<file path="src/verilog/acr_pkg.sv">
package acr_pkg;

	// ----------------------------------------------------------------
	// Register access encodings
	// ----------------------------------------------------------------
	localparam logic [2:0] ACR_OPC1      = 3'h0;
	localparam logic [3:0] ACR_CRN       = 4'h1;
	localparam logic [3:0] ACR_CRM       = 4'h0;
	localparam logic [2:0] ACR_OPC2      = 3'h1;
	localparam logic [2:0] ACR_NSAC_OPC2 = 3'h2;
	localparam logic [3:0] ACR_NSAC_CRM  = 4'h1;

	// ----------------------------------------------------------------
	// Field positions of the auxiliary core control register
	// ----------------------------------------------------------------
	localparam int ACR_B_SNOOP_EXCL   = 31;
	localparam int ACR_B_FORCE_CLK    = 30;
	localparam int ACR_B_FORCE_SIMD   = 29;
	localparam int ACR_F_WS_L12_HI    = 28;
	localparam int ACR_F_WS_L12_LO    = 27;
	localparam int ACR_F_WS_L1_HI     = 26;
	localparam int ACR_F_WS_L1_LO     = 25;
	localparam int ACR_B_NC_STREAM    = 24;
	localparam int ACR_B_ORD_SETWAY   = 23;
	localparam int ACR_B_ORD_LOAD     = 22;
	localparam int ACR_B_DIS_TLB_PF   = 21;
	localparam int ACR_B_DIS_IPA_WC   = 20;
	localparam int ACR_B_DIS_S1_WC    = 19;
	localparam int ACR_B_DIS_S1_PA    = 18;
	localparam int ACR_B_DIS_TLB_OPT  = 17;
	localparam int ACR_B_FULL_REPLAY  = 16;
	localparam int ACR_B_ORD_BRANCH   = 15;
	localparam int ACR_B_ONE_COMMIT   = 14;
	localparam int ACR_B_FLUSH_WR     = 13;
	localparam int ACR_B_PUSH_SHADOW  = 12;
	localparam int ACR_B_ONE_PER_GRP  = 11;
	localparam int ACR_B_SERIALIZE    = 10;
	localparam int ACR_B_DIS_FLAG_REN = 9;
	localparam int ACR_B_WFI_NOP      = 8;
	localparam int ACR_B_WFE_NOP      = 7;
	localparam int ACR_B_COHERENCY    = 6;
	localparam int ACR_B_PRELOAD_NOP  = 5;
	localparam int ACR_B_DIS_IND_PRED = 4;
	localparam int ACR_B_DIS_MICRO_BT = 3;
	localparam int ACR_B_LOOP_ONCE    = 2;
	localparam int ACR_B_DIS_LOOP_BUF = 1;
	localparam int ACR_B_BTB_INV      = 0;

	// Coherency write enable inside the non-secure access control reg
	localparam int ACR_B_NS_COH_WE    = 18;

	// ----------------------------------------------------------------
	// Reset values and masks
	// ----------------------------------------------------------------
	localparam logic [31:0] ACR_RESET      = 32'h0000_0000;
	localparam logic [31:0] ACR_NSAC_RESET = 32'h0000_0000;
	localparam logic [31:0] ACR_NS_MASK    = 32'h0000_0040;
	localparam logic [31:0] ACR_NSAC_MASK  = 32'h0004_0000;

	// ----------------------------------------------------------------
	// Types
	// ----------------------------------------------------------------
	typedef logic [1:0] acr_ws_t;

	typedef enum logic [2:0] {
		ACR_IDLE  = 3'h1,
		ACR_READ  = 3'h2,
		ACR_WRITE = 3'h4
	} acr_state_e;

endpackage

</file>
<file path="src/verilog/acr_ctl_if.sv">
`timescale 1ns/100ps
interface acr_ctl_if;
	logic [31:0] ctrl;
	logic [1:0]  ws_l12;
	logic [1:0]  ws_l1;
	logic        one_per_group;
	logic        flush_on_write;
	logic        coherency;

	modport src (output ctrl, output ws_l12, output ws_l1,
		output one_per_group, output flush_on_write, output coherency);
	modport dst (input ctrl, input ws_l12, input ws_l1,
		input one_per_group, input flush_on_write, input coherency);
endinterface

</file>
<file path="src/verilog/acr_decode.sv">
`timescale 1ns/100ps
module acr_decode
	import acr_pkg::*;
(
	// Next-state register image
	input  wire logic [31:0] ctrl_reg,
	// Decoded controls
	acr_ctl_if.src           ctl
);

	// ----------------------------------------------------------------
	// Implied bits
	// ----------------------------------------------------------------
	always_comb begin
		ctl.ctrl = ctrl_reg;
		ctl.ws_l12 = ctrl_reg[ACR_F_WS_L12_HI:ACR_F_WS_L12_LO];
		ctl.ws_l1 = ctrl_reg[ACR_F_WS_L1_HI:ACR_F_WS_L1_LO];
		// Serialization implies single-instruction groups
		ctl.one_per_group = ctrl_reg[ACR_B_ONE_PER_GRP]
			| ctrl_reg[ACR_B_SERIALIZE];
		// Shadow push implies flush after writes
		ctl.flush_on_write = ctrl_reg[ACR_B_FLUSH_WR]
			| ctrl_reg[ACR_B_PUSH_SHADOW];
		ctl.coherency = ctrl_reg[ACR_B_COHERENCY];
	end

endmodule

</file>
<file path="src/verilog/acr_core.sv">
// Overview of operation
// - Secure kernel-level code reads and writes all fields
// - Enable low: nonsecure reads work, writes ignored
// - Enable high: nonsecure writes change coherency bit only
// - One shared copy for both security states
// - Bit 31 delays snoops during exclusives
// - Bit 30 forces core clock enable
// - Bit 29 forces SIMD/FP clock enable
// - Bits 28:27 set two-level streaming threshold
// - Bits 26:25 set first-level streaming threshold
// - Bit 24 enables non-cacheable streaming enhancement
// - Bits 23,22,15 force in-order behaviour
// - Bits 21..17 disable TLB walk features
// - Bit 16 enables full ordered-load replay
// - Bit 10 serializes and implies bit 11
// - Bit 12 pushes shadows and implies bit 13
// - Bit 9 disables flag renaming; bits 4,3,2,1 predictor and loop disables
// - Bits 8,7 make wait instructions no-ops
// - Bit 6 gates maintenance broadcast reception
// - Coherency bit never touches data maintenance
// - Bit 5 makes preload hints no-ops
// - Bit 0 extends icache invalidate to BRANCH_TARGET_BUFFER
// - Coherency write enable is bit 18, resets 0
`timescale 1ns/100ps
module acr_core
	import acr_pkg::*;
(
	// Clock and reset
	input  wire logic        clk_sys,
	input  wire logic        resetn,
	// Coprocessor register access
	input  wire logic        cp_valid,
	input  wire logic        cp_write,
	input  wire logic [2:0]  cp_opc1,
	input  wire logic [3:0]  cp_crn,
	input  wire logic [3:0]  cp_crm,
	input  wire logic [2:0]  cp_opc2,
	input  wire logic [31:0] cp_wdata,
	input  wire logic        cp_secure,
	input  wire logic        cp_priv,
	output logic [31:0]      cp_rdata,
	output logic             cp_ack,
	output logic             cp_undef,
	// Clock generator
	output logic             core_clk_en_force,
	output logic             simd_clk_en_force,
	// Memory system
	output logic             snoop_delay_excl,
	output logic [1:0]       ws_l12_threshold,
	output logic [1:0]       ws_l1_threshold,
	output logic             nc_stream_enh,
	output logic             order_set_way,
	output logic             order_load,
	output logic             order_branch,
	output logic             one_commit,
	output logic             full_replay,
	output logic [4:0]       tlb_disables,
	// Instruction flow
	output logic             one_per_group,
	output logic             serialize_group,
	output logic             flush_on_write,
	output logic             push_shadow,
	output logic             dis_flag_rename,
	output logic             wfi_nop,
	output logic             wfe_nop,
	output logic             preload_nop,
	output logic [3:0]       pred_disables,
	output logic             btb_invalidate,
	// Maintenance broadcast
	input  wire logic        bcast_valid,
	output logic             bcast_accept
);

	// ----------------------------------------------------------------
	// Reset release
	// ----------------------------------------------------------------
	logic rst_s1_reg;
	logic rst_n;

	always_ff @(posedge clk_sys or negedge resetn) begin
		if (!resetn) begin
			rst_s1_reg <= 1'b0;
			rst_n <= 1'b0;
		end else begin
			rst_s1_reg <= 1'b1;
			rst_n <= rst_s1_reg;
		end
	end

	// ----------------------------------------------------------------
	// Access decode
	// ----------------------------------------------------------------
	logic       hit_acr;
	logic       hit_nsac;
	logic       allowed;
	acr_state_e state_reg;
	acr_state_e state_next;

	assign hit_acr = cp_opc1 == ACR_OPC1 && cp_crn == ACR_CRN
		&& cp_crm == ACR_CRM && cp_opc2 == ACR_OPC2;
	assign hit_nsac = cp_opc1 == ACR_OPC1 && cp_crn == ACR_CRN
		&& cp_crm == ACR_NSAC_CRM && cp_opc2 == ACR_NSAC_OPC2;
	assign allowed = cp_priv && (hit_acr || hit_nsac);

	always_comb begin
		state_next = ACR_IDLE;
		case (state_reg)
			ACR_IDLE: begin
				if (cp_valid && cp_write)
					state_next = ACR_WRITE;
				else if (cp_valid)
					state_next = ACR_READ;
			end
			ACR_READ:  state_next = ACR_IDLE;
			ACR_WRITE: state_next = ACR_IDLE;
			default:   state_next = ACR_IDLE;
		endcase
	end

	always_ff @(posedge clk_sys or negedge rst_n) begin
		if (!rst_n)
			state_reg <= ACR_IDLE;
		else
			state_reg <= state_next;
	end

	// ----------------------------------------------------------------
	// Register storage
	// ----------------------------------------------------------------
	// Single image, no banking by security state
	logic [31:0] ctrl_reg;
	logic [31:0] ctrl_next;
	logic [31:0] nsac_reg;
	logic        take;
	logic        ns_coh_we;

	assign take = state_reg == ACR_IDLE && cp_valid;
	assign ns_coh_we = nsac_reg[ACR_B_NS_COH_WE];

	always_comb begin
		ctrl_next = ctrl_reg;
		if (take && cp_write && cp_priv && hit_acr) begin
			if (cp_secure)
				ctrl_next = cp_wdata;
			else if (ns_coh_we)
				ctrl_next = (ctrl_reg & ~ACR_NS_MASK)
					| (cp_wdata & ACR_NS_MASK);
			// Otherwise nonsecure write dropped silently
		end
	end

	always_ff @(posedge clk_sys or negedge rst_n) begin
		if (!rst_n)
			ctrl_reg <= ACR_RESET;
		else
			ctrl_reg <= ctrl_next;
	end

	// Only secure side may change the enable
	always_ff @(posedge clk_sys or negedge rst_n) begin
		if (!rst_n)
			nsac_reg <= ACR_NSAC_RESET;
		else if (take && cp_write && cp_priv && hit_nsac && cp_secure)
			nsac_reg <= cp_wdata & ACR_NSAC_MASK;
	end

	// ----------------------------------------------------------------
	// Read and answer
	// ----------------------------------------------------------------
	// Nonsecure write to the access control reg is refused
	always_ff @(posedge clk_sys or negedge rst_n) begin
		if (!rst_n) begin
			cp_rdata <= 32'h0000_0000;
			cp_ack <= 1'b0;
			cp_undef <= 1'b0;
		end else begin
			cp_ack <= take;
			cp_undef <= take && (!allowed
				|| (hit_nsac && cp_write && !cp_secure));
			if (take && !cp_write && cp_priv && hit_acr)
				cp_rdata <= ctrl_reg;
			else if (take && !cp_write && cp_priv && hit_nsac)
				cp_rdata <= nsac_reg;
			else
				cp_rdata <= 32'h0000_0000;
		end
	end

	// ----------------------------------------------------------------
	// Control outputs
	// ----------------------------------------------------------------
	acr_ctl_if ctl ();

	acr_decode u_decode (
		.ctrl_reg (ctrl_next),
		.ctl      (ctl)
	);

	// Registered from next value so outputs track the store exactly
	always_ff @(posedge clk_sys or negedge rst_n) begin
		if (!rst_n) begin
			snoop_delay_excl <= 1'b0;
			core_clk_en_force <= 1'b0;
			simd_clk_en_force <= 1'b0;
			ws_l12_threshold <= 2'h0;
			ws_l1_threshold <= 2'h0;
			nc_stream_enh <= 1'b0;
			order_set_way <= 1'b0;
			order_load <= 1'b0;
			order_branch <= 1'b0;
			one_commit <= 1'b0;
			full_replay <= 1'b0;
			tlb_disables <= 5'h00;
		end else begin
			snoop_delay_excl <= ctl.ctrl[ACR_B_SNOOP_EXCL];
			core_clk_en_force <= ctl.ctrl[ACR_B_FORCE_CLK];
			simd_clk_en_force <= ctl.ctrl[ACR_B_FORCE_SIMD];
			ws_l12_threshold <= ctl.ws_l12;
			ws_l1_threshold <= ctl.ws_l1;
			nc_stream_enh <= ctl.ctrl[ACR_B_NC_STREAM];
			order_set_way <= ctl.ctrl[ACR_B_ORD_SETWAY];
			order_load <= ctl.ctrl[ACR_B_ORD_LOAD];
			order_branch <= ctl.ctrl[ACR_B_ORD_BRANCH];
			one_commit <= ctl.ctrl[ACR_B_ONE_COMMIT];
			full_replay <= ctl.ctrl[ACR_B_FULL_REPLAY];
			tlb_disables <= ctl.ctrl[ACR_B_DIS_TLB_PF:ACR_B_DIS_TLB_OPT];
		end
	end

	always_ff @(posedge clk_sys or negedge rst_n) begin
		if (!rst_n) begin
			one_per_group <= 1'b0;
			serialize_group <= 1'b0;
			flush_on_write <= 1'b0;
			push_shadow <= 1'b0;
			dis_flag_rename <= 1'b0;
			wfi_nop <= 1'b0;
			wfe_nop <= 1'b0;
			preload_nop <= 1'b0;
			pred_disables <= 4'h0;
			btb_invalidate <= 1'b0;
		end else begin
			one_per_group <= ctl.one_per_group;
			serialize_group <= ctl.ctrl[ACR_B_SERIALIZE];
			flush_on_write <= ctl.flush_on_write;
			push_shadow <= ctl.ctrl[ACR_B_PUSH_SHADOW];
			dis_flag_rename <= ctl.ctrl[ACR_B_DIS_FLAG_REN];
			wfi_nop <= ctl.ctrl[ACR_B_WFI_NOP];
			wfe_nop <= ctl.ctrl[ACR_B_WFE_NOP];
			preload_nop <= ctl.ctrl[ACR_B_PRELOAD_NOP];
			pred_disables <= ctl.ctrl[ACR_B_DIS_IND_PRED:ACR_B_DIS_LOOP_BUF];
			btb_invalidate <= ctl.ctrl[ACR_B_BTB_INV];
		end
	end

	// ----------------------------------------------------------------
	// Maintenance broadcast gate
	// ----------------------------------------------------------------
	// Data maintenance never passes here, so it stays unaffected
	always_ff @(posedge clk_sys or negedge rst_n) begin
		if (!rst_n)
			bcast_accept <= 1'b0;
		else
			bcast_accept <= bcast_valid && ctl.coherency;
	end
	// Data path has no coherency-bit input at all

	// ----------------------------------------------------------------
	// Checks
	// ----------------------------------------------------------------
	property p_ns_ignored;
		@(posedge clk_sys) disable iff (!rst_n)
		(take && cp_write && hit_acr && !cp_secure && !ns_coh_we)
			|=> $stable(ctrl_reg);
	endproperty
	a_ns_ignored: assert property (p_ns_ignored)
		else $error("nonsecure write changed register");

	property p_ns_coh_only;
		@(posedge clk_sys) disable iff (!rst_n)
		(take && cp_write && cp_priv && hit_acr && !cp_secure && ns_coh_we)
			|=> ((ctrl_reg & ~ACR_NS_MASK)
				== ($past(ctrl_reg) & ~ACR_NS_MASK))
			&& ctrl_reg[ACR_B_COHERENCY] == $past(cp_wdata[ACR_B_COHERENCY]);
	endproperty
	a_ns_coh_only: assert property (p_ns_coh_only)
		else $error("nonsecure write touched other fields");

	property p_sec_write;
		@(posedge clk_sys) disable iff (!rst_n)
		(take && cp_write && cp_priv && hit_acr && cp_secure)
			|=> ctrl_reg == $past(cp_wdata) ##1 core_clk_en_force
				== ctrl_reg[ACR_B_FORCE_CLK];
	endproperty
	a_sec_write: assert property (p_sec_write)
		else $error("secure write not stored");

	property p_read_back;
		@(posedge clk_sys) disable iff (!rst_n)
		(take && !cp_write && cp_priv && hit_acr)
			|=> cp_ack && cp_rdata == $past(ctrl_reg);
	endproperty
	a_read_back: assert property (p_read_back)
		else $error("read did not return register");

	property p_group_imply;
		@(posedge clk_sys) disable iff (!rst_n)
		serialize_group |-> one_per_group;
	endproperty
	a_group_imply: assert property (p_group_imply)
		else $error("serialize without single group");

	property p_flush_imply;
		@(posedge clk_sys) disable iff (!rst_n)
		push_shadow |-> flush_on_write;
	endproperty
	a_flush_imply: assert property (p_flush_imply)
		else $error("push without flush");

	property p_bcast;
		@(posedge clk_sys) disable iff (!rst_n)
		(bcast_valid && !ctl.coherency) |=> !bcast_accept;
	endproperty
	a_bcast: assert property (p_bcast)
		else $error("broadcast accepted while not coherent");

	property p_nsac_ns_write;
		@(posedge clk_sys) disable iff (!rst_n)
		(take && cp_write && hit_nsac && !cp_secure)
			|=> cp_undef && $stable(nsac_reg);
	endproperty
	a_nsac_ns_write: assert property (p_nsac_ns_write)
		else $error("nonsecure write reached access control");

	property p_unpriv;
		@(posedge clk_sys) disable iff (!rst_n)
		(take && !cp_priv)
			|=> cp_undef && cp_rdata == 32'h0000_0000
				&& $stable(ctrl_reg);
	endproperty
	a_unpriv: assert property (p_unpriv)
		else $error("unprivileged access not refused");

	property p_wfi;
		@(posedge clk_sys) disable iff (!rst_n)
		##1 (wfi_nop == $past(ctrl_next[ACR_B_WFI_NOP]))
			&& (btb_invalidate == $past(ctrl_next[ACR_B_BTB_INV]));
	endproperty
	a_wfi: assert property (p_wfi)
		else $error("wait no-op or invalidate output wrong");

endmodule

</file>
<file path="config.mk">
export PLATFORM = sky130hd
export DESIGN_NAME = acr_core
export DESIGN_NICKNAME = d
export VERILOG_FILES = /design/src/verilog/acr_pkg.sv /design/src/verilog/acr_ctl_if.sv /design/src/verilog/acr_decode.sv /design/src/verilog/acr_core.sv
export SDC_FILE = /design/constraint.sdc
export NUM_CORES = 1
export LEC_CHECK = 0
export BUFFER_PORTS_ARGS = -buffer_cell sky130_fd_sc_hd__buf_2
export CAP_MARGIN = 20
export CORE_MARGIN = 10
export CORE_UTILIZATION = 48
export CTS_CLUSTER_DIAMETER = 40
export DETAILED_ROUTE_END_ITERATION = 8
export PLACE_DENSITY = 0.79
export SYNTH_ARGS = -nofsm -noshare
export SYNTH_HDL_FRONTEND = slang
export SYNTH_SLANG_ARGS = --single-unit
</file>
<file path="constraint.sdc">
create_clock -name clk_sys -period 2.48 [get_ports clk_sys]
set_input_delay 0.248 -clock clk_sys [delete_from_list [all_inputs] [get_ports clk_sys]]
set_output_delay 0.248 -clock clk_sys [all_outputs]
set_load 0.005 [all_outputs]
</file>
# Word-level counts from Yosys, hierarchy flattened
# Index checks and enable logic that the tools add are counted.
[word_totals]
register_bits = 104
latchBits = 0
ram_bits = 0
mem_bits_ro = 0
output_inout_bits = 66
word_cells = 75
n_memories = 0
[op_classes]
addsub = 0
multipliers = 0
n_div = 0
magnitude_cmp = 0
n_eq_ne = 5
n_shift = 0
n_mux = 8
n_bitwise = 3
n_reduce_logical = 28
[ops]
columns = ["cell", "n"]
rows = [
  ["two-way mux 32 bit", 4],
  ["OR 32 x 7 -> 32 bit", 1],
  ["logical AND 1 bit", 21],
  ["two-way mux 19 bit", 1],
  ["equality test 4 x 1 -> 1 bit, second input constant", 2],
  ["equality test 3 x 1 -> 1 bit, second input constant", 2],
  ["two-way mux 3 bit", 2],
  ["logical NOT 4 bit", 1],
  ["equality test 3 x 2 -> 1 bit, second input constant", 1],
  ["logical NOT 1 bit", 3],
  ["logical NOT 3 bit", 1],
  ["logical OR 1 bit", 2],
  ["two-way mux 2 bit", 1],
  ["OR 1 bit", 2],
]

# Logic depth before layout (Yosys ltp)
# Gate-level depths: netlist of run 1.
[depth]
ltp_word = 9
mapped_depth = 6

# Cells and area by module
# From an unflattened synthesis of run 1, not the netlist that was laid out.
[hier_totals]
cells_unflattened = 241
area_unflattened_um2 = 3687.3
[by_module_without_submodules]
columns = ["module", "n_inst", "cells_per_inst", "area_per_inst_um2"]
rows = [
  ["acr_core", 1, 202, 3397.0],
  ["acr_decode", 1, 39, 290.3],
]

# Worst setup path after synthesis of run 1
# OpenSTA, ideal clock, no wires.
[synth_timing]
path_kind = "register to register"
start = "reg state_reg[0]"
end = "reg ctrl_reg[0]"
arrival_ns = 1.637
required_ns = 2.355
slack_ns = 0.718
path_stages_with_launch = 7
n_path_buf = 2
period_less_slack_ns = 1.762
path_cell_list = "dfstp_2 -> and4bb_2 -> nand4_1 -> and2b_1 -> buf_6 -> buf_12 -> mux2_4"
[synth_via]
elab_chain_cells = 6
[synth_rtl]
columns = ["item", "line_no", "rtl"]
rows = [
  ["start: declaration", "acr_core.sv:96", "acr_state_e state_reg;"],
  ["start signal: assignment", "acr_core.sv:124", "state_reg <= state_next;"],
  ["equality test 3 x 1 -> 1 bit", "acr_core.sv:137", "assign take = state_reg == ACR_IDLE && cp_valid;"],
  ["logical AND 1 bit", "acr_core.sv:137", ""],
  ["named net take", "acr_core.sv:134", "logic take;"],
  ["logical AND 1 bit (3 in a row)", "acr_core.sv:142", "if (take && cp_write && cp_priv && hit_acr) begin"],
  ["two-way mux 32 bit", "acr_core.sv:142", ""],
  ["end signal: assignment", "acr_core.sv:156", "ctrl_reg <= ctrl_next;"],
  ["end: declaration", "acr_core.sv:131", "logic [31:0] ctrl_reg;"],
]
# The timed path passes the listed nets, and every way through them passes these cells.
# A chain may end at the register's enable or synchronous reset.

# Worst setup path after layout of run 1
[layout_timing]
start = "reg state_reg[0]"
end = "reg ctrl_reg[28]"
# Same word-level chain as after synthesis.

==> results of run 1 <==
## path summary, 6_finish.rpt
path	from	to	slack [ns]	cells past startpoint
worst max-delay path	state_reg[0]	ctrl_reg[28]	0.50	5
worst min-delay path	cp_priv	cp_undef	0.13	2
worst max register to register	state_reg[0]	ctrl_reg[28]	0.50	5
worst min register to register	rst_s1_reg	rst_n	0.36	0
max in group asynchronous	rst_n	ctrl_reg[15]	1.42	0
min in group asynchronous	resetn	rst_n	0.22	2
## report_power, final
group	total, W	switching, W	internal [W]
registers	0.00126	0.0000242	0.00123
clock network	0.000799	0.000420	0.000379
logic	0.0000756	0.0000331	0.0000424
## cell usage after synthesis
cell      number  area share [%]
a32o_1         1            0.34
buf_12         3             2.0
a21oi_1        1            0.17
nor4_4         1            0.71
nor2b_1        1            0.21
dfrtp_1       74              62
and4_1         1            0.29
nand4_1        4            0.84
conb_1         1            0.13
dfstp_2        1            0.88
mux2_4        28              14
o211ai_1       1            0.25
nand2_1        3            0.38
and2b_1        1            0.25
nor3b_1        1            0.25
inv_1          2            0.25
o21ai_0        1            0.17
nor2_1         6            0.75
nor4b_4        1            0.80
clkbuf_1       3            0.38
and4bb_2       1            0.42
mux2i_1        3             1.0
a211oi_1       1            0.25
nor3_1         1            0.17
and2_1        32             6.7
and3_1         1            0.21
buf_6          1            0.38
buf_4         13             3.3
nor3_2         1            0.34
mux2_2         5             1.9
and3b_1        1            0.29
## area by class of cell
cell class / instances / area (sq um) / share of cell area (%)
clock buffers: 10 / 138 / 3.71
clock inverters: 5 / 30.0 / 0.809
inverters: 2 / 7.51 / 0.202
multi-input cells: 98 / 930 / 25.1
flip-flops and latches: 75 / 1880 / 50.7
well taps: 75 / 93.8 / 2.53
repair buffers: 123 / 631 / 17.0
## kinds of logic (layout without fill, tap and decap cells)
kind of cell / Yosys count / after routing / share of synthesized area [%]
and+or+nand+nor: 56 / 56 / 12.6
DFF: 75 / 75 / 62.9
other: 1 / 1 / 0.126
buffers and inverters: 22 / 140 / 6.28
muxes: 36 / 36 / 17.0
AOI/OAI and AO/OA: 5 / 5 / 1.17
## layer usage
| metal | global-route usage, % | wire [microns] | share of wire, % |
|---|---|---|---|
| met1 | 15.5 | 2680 | 41 |
| met2 | 22.4 | 3230 | 49 |
| met3 | 6.84 | 616 | 9.4 |
| met4 | 3.53 | 44 | 0.67 |
| met5 | 0 | 0 | 0 |
## through the flow
step | total power (W) | cells
after floorplan | 0.00129 | 195
after global placement | 0.00135 | 372
after detailed placement | 0.00136 | 372
after CTS | 0.00216 | 388
after global routing | 0.00222 | 388
final | 0.00213 | 388
## worst register-to-register path, cell delays in order (launching register included)
cell      delay [ns]
dfstp_2         0.52
and4bb_2        0.29
nand4_1         0.12
and2b_2         0.24
buf_4           0.32
mux2_2          0.38
==> results.json, run 1 <==
{
  "die_w_microns": 98.9,
  "cts_tree": "yes",
  "rows": 28,
  "grt_max_degree": 74,
  "drv_cap": 0,
  "finClkSkew_ns": 0.00721,
  "hold_viol_final": 0,
  "critPathTopFamily": "simple AND/OR/NAND/NOR gates",
  "initial_core_util_pct": 49.9,
  "vias": 1824,
  "fin_util_pct": 61.9,
  "drv_slew": 0,
  "via_per_inst": 4.70,
  "cts_hold_buf": 1,
  "area_delta_synth_final_pct": 24.2,
  "root_buffer": "clkbuf_8",
  "synth_sequential_area_ratio_pct": 62.9,
  "crit_arrival_ns": 2.20,
  "worstHoldPathType": "input pin to flop",
  "max_slew.worst_pin.slew_ns": 0.916,
  "yosysWarnings": 0,
  "antenna_found_initial": 0,
  "hold_slack_ns": 0.131,
  "fp.coreArea_sq_um": 5990,
  "clock_latency_ns": 0.33,
  "cts_setup_buffers": 0,
  "drt-wirelength-per-cell_microns": 16.9,
  "design_area_sq_um": 3710,
  "cp_data_required_time_ns": 2.70,
  "overflow": 0,
  "clock-sinks": 75,
  "die_height_microns": 98.9,
  "synth_cells": 195,
  "ios": 119,
  "portBuffers": 118,
  "fin_crit_sh_pct": 79.8,
  "htreeDepth": 3,
  "clk_pin_slew_ns": 0.07,
  "cts_buffers": 9,
  "vdd_ir_drop_max_v": 0.000355,
  "final_common_cell": "buf_2",
  "cts_buffer_depth": 2,
  "grt_pass1_vias": 2175,
  "setup_viol": 0,
  "synth_area_sq_um": 2990,
  "drive_gt1_share_pct": 56.5,
  "setup_tns_ns": 0,
  "relSlewSlack_pct": 38.9,
  "drtAntennaViolNets": 0,
  "n_antenna_cell": 0,
  "drcViolationCount": 0,
  "placed_cell_area_sq_um": 3530,
  "die_area_sq_um": 9780,
  "crit_path_max_incr_delay_ns": 0.52,
  "synth_cell_types": 31,
  "period_needed_ns": 1.98,
  "ys_ff_latch": 75,
  "dpl_worst_slack_ns": 0.509,
  "grt_pass1_wl_microns": 10800,
  "static-leakage-power_nw": 2.11,
  "status": "finished, final reports clean",
  "crit_chain": "and4bb_2 -> nand4_1 -> and2b_2 -> buf_4 -> mux2_2",
  "wirelength_microns": 6570,
  "worstPathMaxFanout": 18,
  "critical_path_class": "flop to flop",
  "synth.net_count": 248,
  "critPathLaunchType": "flop",
  "powerDensity_nw_per_um2": 575,
  "cp_num_buf_inv": 1,
  "setup_slack_ns": 0.500,
  "track_usage_pct": 13.7,
  "fill_cells": 453,
  "cts_resized": 0,
  "crit_slowest_cell": "dfstp_2",
  "drtPass1Iterations": 4,
  "clock.fmax_mhz": 505,
  "drtIter0Drc": 27,
  "mostFrequentLayoutCells": "118 x buf_2, 73 x dfrtp_1, 32 x and2_1, 28 x mux2_4, 10 x clkbuf_8",
  "final_nets": 362,
  "rsz0062_at_grt": "false",
  "dp_hpwl_microns": 4900,
  "end_kind": "flop",
  "place_congestion": 0.723,
  "syn_avg_cell_area_sq_um": 15.3
}
No activity file was read; power rests on OpenSTA's default activity.
==> run 2, diff against run 1 <==
Settings changed: ABC_AREA set to 1, CORE_UTILIZATION 48 to 44, PLACE_DENSITY 0.79 to 0.76.
Clock period 2.48 ns to 1.65 ns, I/O delays scaled along.
==> run 2 against run 1 <==
Compared with the run above:
- clock power rose by 60%
- sequential power rose by 48%
- combinational power rose by 150%
- setup slack got worse by 0.38 ns
- global-route usage rose by 0.58 points
==> results.json, run 2 <==
{
  "n_antenna_cell": 0,
  "htreeDepth": 3,
  "rows": 30,
  "hold_slack_ns": 0.0329,
  "placed_cell_area_sq_um": 3720,
  "track_usage_pct": 14.3,
  "drt-wirelength-per-cell_microns": 14.2,
  "yosys.area_share.simple_pct": 26.3,
  "finClkSkew_ns": 0.0148,
  "clk_pin_slew_ns": 0.08,
  "crit_slowest_cell": "dfstp_2",
  "crit_path_max_incr_delay_ns": 0.52,
  "cts_tree": "yes",
  "fin_util_pct": 58.8,
  "synth.most_common_cell": "nand2_1",
  "overflow": 0,
  "clock.fmax_mhz": 656,
  "crit_path_frequent_cell": "nand2_1",
  "ys.flop_type": "dfrtp_1",
  "die_height_microns": 105,
  "synth_cell_types": 23,
  "fp.coreArea_sq_um": 6870,
  "initial_core_util_pct": 45.8,
  "hold_viol_final": 0,
  "synth_common_cells": "89 x nand2_1, 74 x dfrtp_1, 53 x inv_1",
  "antenna_found_initial": 0,
  "powerDensity_nw_per_um2": 827,
  "use_met3_pct": 4.61,
  "status": "finished, final reports clean",
  "fill_cells": 651,
  "cp_data_required_time_ns": 1.88,
  "yosysWarnings": 0,
  "cp_num_buf_inv": 2,
  "grt_pass1_vias": 2638,
  "final_nets": 518,
  "period_needed_ns": 1.52,
  "synthDominantCellAreaShare_pct": 58.8,
  "setup_tns_ns": 0,
  "drtAntennaViolNets": 0,
  "yosysTopAreaCell": "dfrtp_1",
  "async_flop_share_pct": 100,
  "worstPathMaxFanout": 13,
  "r2r_start": "state_reg[0]",
  "dpl_worst_slack_ns": 0.0156,
  "synth_sequential_area_ratio_pct": 59.6,
  "rr_worst_depth": 8,
  "drv_cap": 0,
  "static-leakage-power_nw": 2.34,
  "dp_hpwl_microns": 5990,
  "synth-xor-area-share_pct": 0,
  "design_area_sq_um": 4040,
  "clock_latency_ns": 0.34,
  "endpoint": "ctrl_reg[1]",
  "synth_area_sq_um": 3150,
  "synth-compound-area-share_pct": 0.636,
  "final_common_cell": "buf_2",
  "place_congestion": 0.789,
  "synth_mux_area_share_pct": 0,
  "drv_slew": 0,
  "vias": 2511,
  "synth_edf_count": 0,
  "crit_chain": "nand2_1 -> inv_2 -> nand4_1 -> nor2_8 -> buf_12 -> nand2_4 -> nand2_1 -> nand2_1",
  "synth.net_count": 399,
  "synth_top_family_by_area": "simple AND/OR/NAND/NOR gates",
  "die_area_sq_um": 10900,
  "clock-sinks": 75,
  "mostFrequentLayoutCells": "118 x buf_2, 89 x nand2_1, 73 x dfrtp_1, 52 x inv_1, 48 x nor2_1",
  "drcViolationCount": 0,
  "drtPass1Iterations": 5,
  "rsz0062_at_grt": "false",
  "die_w_microns": 105,
  "grt_pass1_wl_microns": 12800,
  "r2r_end": "ctrl_reg[1]",
  "use_met1_pct": 16.0,
  "cts_buffers": 9,
  "ios": 119,
  "via_per_inst": 4.44,
  "setup_slack_ns": 0.125,
  "drive_gt1_share_pct": 35.3,
  "worstHoldPathType": "input pin to flop",
  "portBuffers": 118,
  "synthTopCellsByArea": "dfrtp_1 59%, nand2_1 11%, inv_1 6.3%",
  "vdd_ir_drop_max_v": 0.000533,
  "synth_fa_ha_area_share_pct": 0,
  "grt_max_degree": 32,
  "grt_busiest_layer": "met2",
  "synth_cells": 346,
  "critPathTopFamily": "simple AND/OR/NAND/NOR gates",
  "critPathLaunchType": "flop",
  "crit_arrival_ns": 1.76,
  "critPathLaunch": "state_reg[0]",
  "end_kind": "flop",
  "fin_crit_sh_pct": 92.4,
  "drtIter0Drc": 90,
  "ys_ff_latch": 75,
  "critical_path_depth": 8,
  "setup_viol": 0,
  "critical_path_class": "flop to flop",
  "root_buffer": "clkbuf_8",
  "grt_util_met2_pct": 24.9,
  "syn_avg_cell_area_sq_um": 9.10,
  "r2r_setup_slack_ns": 0.13,
  "area_delta_synth_final_pct": 28.2,
  "wirelength_microns": 8020,
  "cts_buffer_depth": 2
}
## run 2: how the worst min path moves through the flow
stage                start           end  slack (ns)  depth (start not counted)
2_1_floorplan       resetn         rst_n       -0.13                          0
3_3_place_gp        resetn    rst_s1_reg       -0.05                          1
5_1_grt           cp_write  state_reg[1]        0.03                          2
4_1_cts        bcast_valid  bcast_accept        0.02                          3
3_5_place_dp        resetn    rst_s1_reg       -0.05                          1
6_report       bcast_valid  bcast_accept        0.03                          3
## run 2: power breakdown
| group | internal [W] | total, W | leakage [nW] | switching (W) |
|---|---|---|---|---|
| Clock | 0.000569 | 0.00128 | 0.0921 | 0.000714 |
| Sequential | 0.00185 | 0.00187 | 0.992 | 0.0000159 |
| Combinational | 0.0000788 | 0.000186 | 1.26 | 0.000107 |
| Total | 0.00250 | 0.00334 | 2.34 | 0.000837 |
## run 2: kinds of logic after synthesis
logic type,Yosys count
DFF,75
AOI/OAI and AO/OA,4
buffers and inverters,79
and+or+nand+nor,187
other,1
## run 2: cell type report
class	count	area, sq um	area share, %
timing repair buffer	131	746	18.5
clock inverter	7	58.8	1.46
inverter	54	208	5.15
sequential	75	1880	46.6
tap	96	120	2.98
multi-input combinational	194	898	22.3
clock buffer	9	124	3.07
## run 2: repair_timing
action                     4_1_cts  5_1_grt
setup endpoints to repair        0       66
buffers inserted                 0        4
hold endpoints to repair         2        0
hold buffers                     1        0
gates resized for setup          0        9
## run 2: per-layer routing
metal | routed length, microns | part of all wire [%]
met2 | 4160 | 52
met3 | 469 | 5.9
met5 | 0 | 0
met1 | 3300 | 41
met4 | 89 | 1.1
## run 2: stage by stage
stage | total power (W) | instances
3_5_place_dp | 0.00209 | 542
3_3_place_gp | 0.00208 | 542
2_1_floorplan | 0.00198 | 346
6_report | 0.00334 | 566
5_1_grt | 0.00348 | 566
4_1_cts | 0.00337 | 559
## run 2: worst register-to-register path, cell delays in order (launching register included)
cell and delay [ns]:
dfstp_2 0.52, nand2_1 0.05, inv_2 0.06, nand4_1 0.21, nor2_8 0.20, buf_12 0.13
nand2_4 0.11, nand2_1 0.09, nand2_1 0.05
==> run 3, diff against run 2 <==
Settings changed: CORE_UTILIZATION 44 to 48, PLACE_DENSITY 0.76 to 0.77, SYNTH_HIERARCHICAL set to 1.
==> run 3 against run 2 <==
Compared with the run above:
- setup slack improved by 0.0016 ns
- sequential share of layout area grew 5.1 points
- wire length rose by 19%
- flip-flop and latch count grew 29
- largest power group unchanged
- power is 33% higher
- largest cell class unchanged
- global-route usage is 0.52 points higher
- final cell count grew 19%
- critical path type unchanged
- via count is 24% higher
- clock skew shrank 0.0032 ns
- critical path depth increased by 2
- highest routed layer unchanged
- synthesized area rose by 36%
- maximum frequency increased by 0.10%
==> results.json, run 3 <==
{
  "drcViolationCount": 0,
  "synth_area_sq_um": 4300,
  "synth.net_count": 517,
  "via_per_inst": 4.66,
  "drv_slew": 0,
  "dp_hpwl_microns": 6980,
  "switching_share_pct": 23.9,
  "cts_hold_buf": 2,
  "rsz0062_at_grt": "false",
  "period_needed_ns": 1.52,
  "clock_latency_ns": 0.36,
  "grt_max_degree": 41,
  "drt-wirelength-per-cell_microns": 14.3,
  "syn_avg_cell_area_sq_um": 9.26,
  "die_w_microns": 115,
  "fill_cells": 766,
  "clk_pin_slew_ns": 0.11,
  "n_antenna_cell": 0,
  "intPower_w": 0.00338,
  "antenna_found_initial": 0,
  "crit_arrival_ns": 1.79,
  "r2r_setup_slack_ns": 0.13,
  "initial_core_util_pct": 49.3,
  "area_delta_synth_final_pct": 17.4,
  "root_buffer": "clkbuf_8",
  "critPathLaunchType": "flop",
  "die_area_sq_um": 13100,
  "hold_slack_ns": 0.0122,
  "design_area_sq_um": 5050,
  "setup_viol": 0,
  "cp_data_required_time_ns": 1.92,
  "drtAntennaViolNets": 0,
  "finalPower_w": 0.00444,
  "worstHoldPathType": "input pin to flop",
  "drive_gt1_share_pct": 32.3,
  "static-leakage-power_nw": 2.84,
  "clkPwrFrac_pct": 36.4,
  "power_switching_w": 0.00106,
  "cp_num_buf_inv": 3,
  "setup_slack_ns": 0.127,
  "hold_viol_final": 0,
  "worstHoldPathCells": 3,
  "mostFrequentLayoutCells": "156 x nand2_1, 118 x buf_2, 102 x dfrtp_1, 60 x inv_1, 32 x o21ai_0",
  "fin_crit_sh_pct": 92.3,
  "synth_cells": 464,
  "power_frac_seq_pct": 58.3,
  "setup_tns_ns": 0,
  "drtPass1Iterations": 4,
  "die_height_microns": 115,
  "end_kind": "flop",
  "drtIter0Drc": 101,
  "yosysWarnings": 6,
  "crit_path_frequent_cell": "nand2_1",
  "min_from": "bcast_valid",
  "finClkSkew_ns": 0.0117,
  "rr_worst_depth": 10,
  "cts_buffers": 9,
  "grt_pass1_wl_microns": 15800,
  "crit_chain": "nand2_1 -> inv_1 -> nand3_1 -> nor2_1 -> nand4_1 -> buf_4 -> nand2_1 -> nand2_1 -> inv_1 -> nand2_1",
  "r2r_start": "state_reg[0]",
  "powerDensity_nw_per_um2": 879,
  "r2r_end": "flush_on_write",
  "portBuffers": 118,
  "overflow": 0,
  "crit_slowest_cell": "dfstp_2",
  "rows": 34,
  "vias": 3126,
  "crit_path_max_incr_delay_ns": 0.54,
  "dpl_worst_slack_ns": 0.135,
  "worstPathMaxFanout": 17,
  "placed_cell_area_sq_um": 4820,
  "clock-sinks": 104,
  "fp.coreArea_sq_um": 8720,
  "cts_resized": 0,
  "place_congestion": 0.838,
  "cts_setup_buffers": 0,
  "whs_endpoint": "bcast_accept",
  "final_common_cell": "nand2_1",
  "drv_cap": 0,
  "cts_buffer_depth": 2,
  "final_nets": 611,
  "status": "finished, final reports clean",
  "ios": 119,
  "track_usage_pct": 14.8,
  "clock.fmax_mhz": 657,
  "critPathTopFamily": "flip-flops",
  "htreeDepth": 3,
  "grt_pass1_vias": 3291,
  "vdd_ir_drop_max_v": 0.000474,
  "critical_path_class": "flop to flop",
  "wirelength_microns": 9570,
  "combPwrFrac_pct": 5.3,
  "cts_tree": "yes"
}
run 3: cell types whose count changed in the layout (fill, tap and decap cells not counted), sizes merged, moves of 4 or more:
cell / change
a21oi: -4
inv: +5
o21ai: +32
nor2: -5
nand3: -24
dfrtp: +29
nand2: +63
run 3: layer usage:
layer  vias to the layer above  track usage [%]  wire (microns)
li1                       1534                -               -
met1                      1481             18.2            4170
met2                        94             23.8            4520
met3                        17             4.61             701
met4                         0             5.51             173
met5                         -                0               0
run 3: worst max path at each step:
stage	depth (start not counted)	slack, ns	startpoint	to
2_1_floorplan	11	0.15	state_reg[0]	bcast_accept
3_3_place_gp	10	0.19	state_reg[0]	flush_on_write
3_5_place_dp	10	0.13	state_reg[0]	flush_on_write
4_1_cts	10	0.13	state_reg[0]	one_per_group
5_1_grt	10	0.01	state_reg[0]	one_per_group
6_report	10	0.13	state_reg[0]	flush_on_write
run 3: power groups by stage:
stage | Clock [W] | Sequential (W) | Combinational (W)
after global placement | 0 | 0.00264 | 0.000225
after CTS | 0.00165 | 0.00259 | 0.000237
after detailed placement | 0 | 0.00264 | 0.000232
after floorplan | 0 | 0.00265 | 0.0000897
final | 0.00162 | 0.00259 | 0.000234
after global routing | 0.00174 | 0.00259 | 0.000270
run 3: metrics by stage:
step	util (%)	std cells
after floorplan	-	464
after global placement	55.3	653
after detailed placement	55.3	653
after CTS	57.9	671
after global routing	57.9	671
final	57.9	671
run 3: cell type report:
type,instances,area [sq um],share of cell area [%]
sequential,104,2610,51.7
multi-input combinational,253,1130,22.4
timing repair buffer,129,741,14.7
inverter,61,229,4.54
tap,108,135,2.68
clock buffer,9,124,2.45
clock inverter,7,81.3,1.61
run 3: tightest hold or removal path, stage by stage:
cell	delay [ns]
buf_2	0.09
nand2_1	0.05
inv_1	0.04
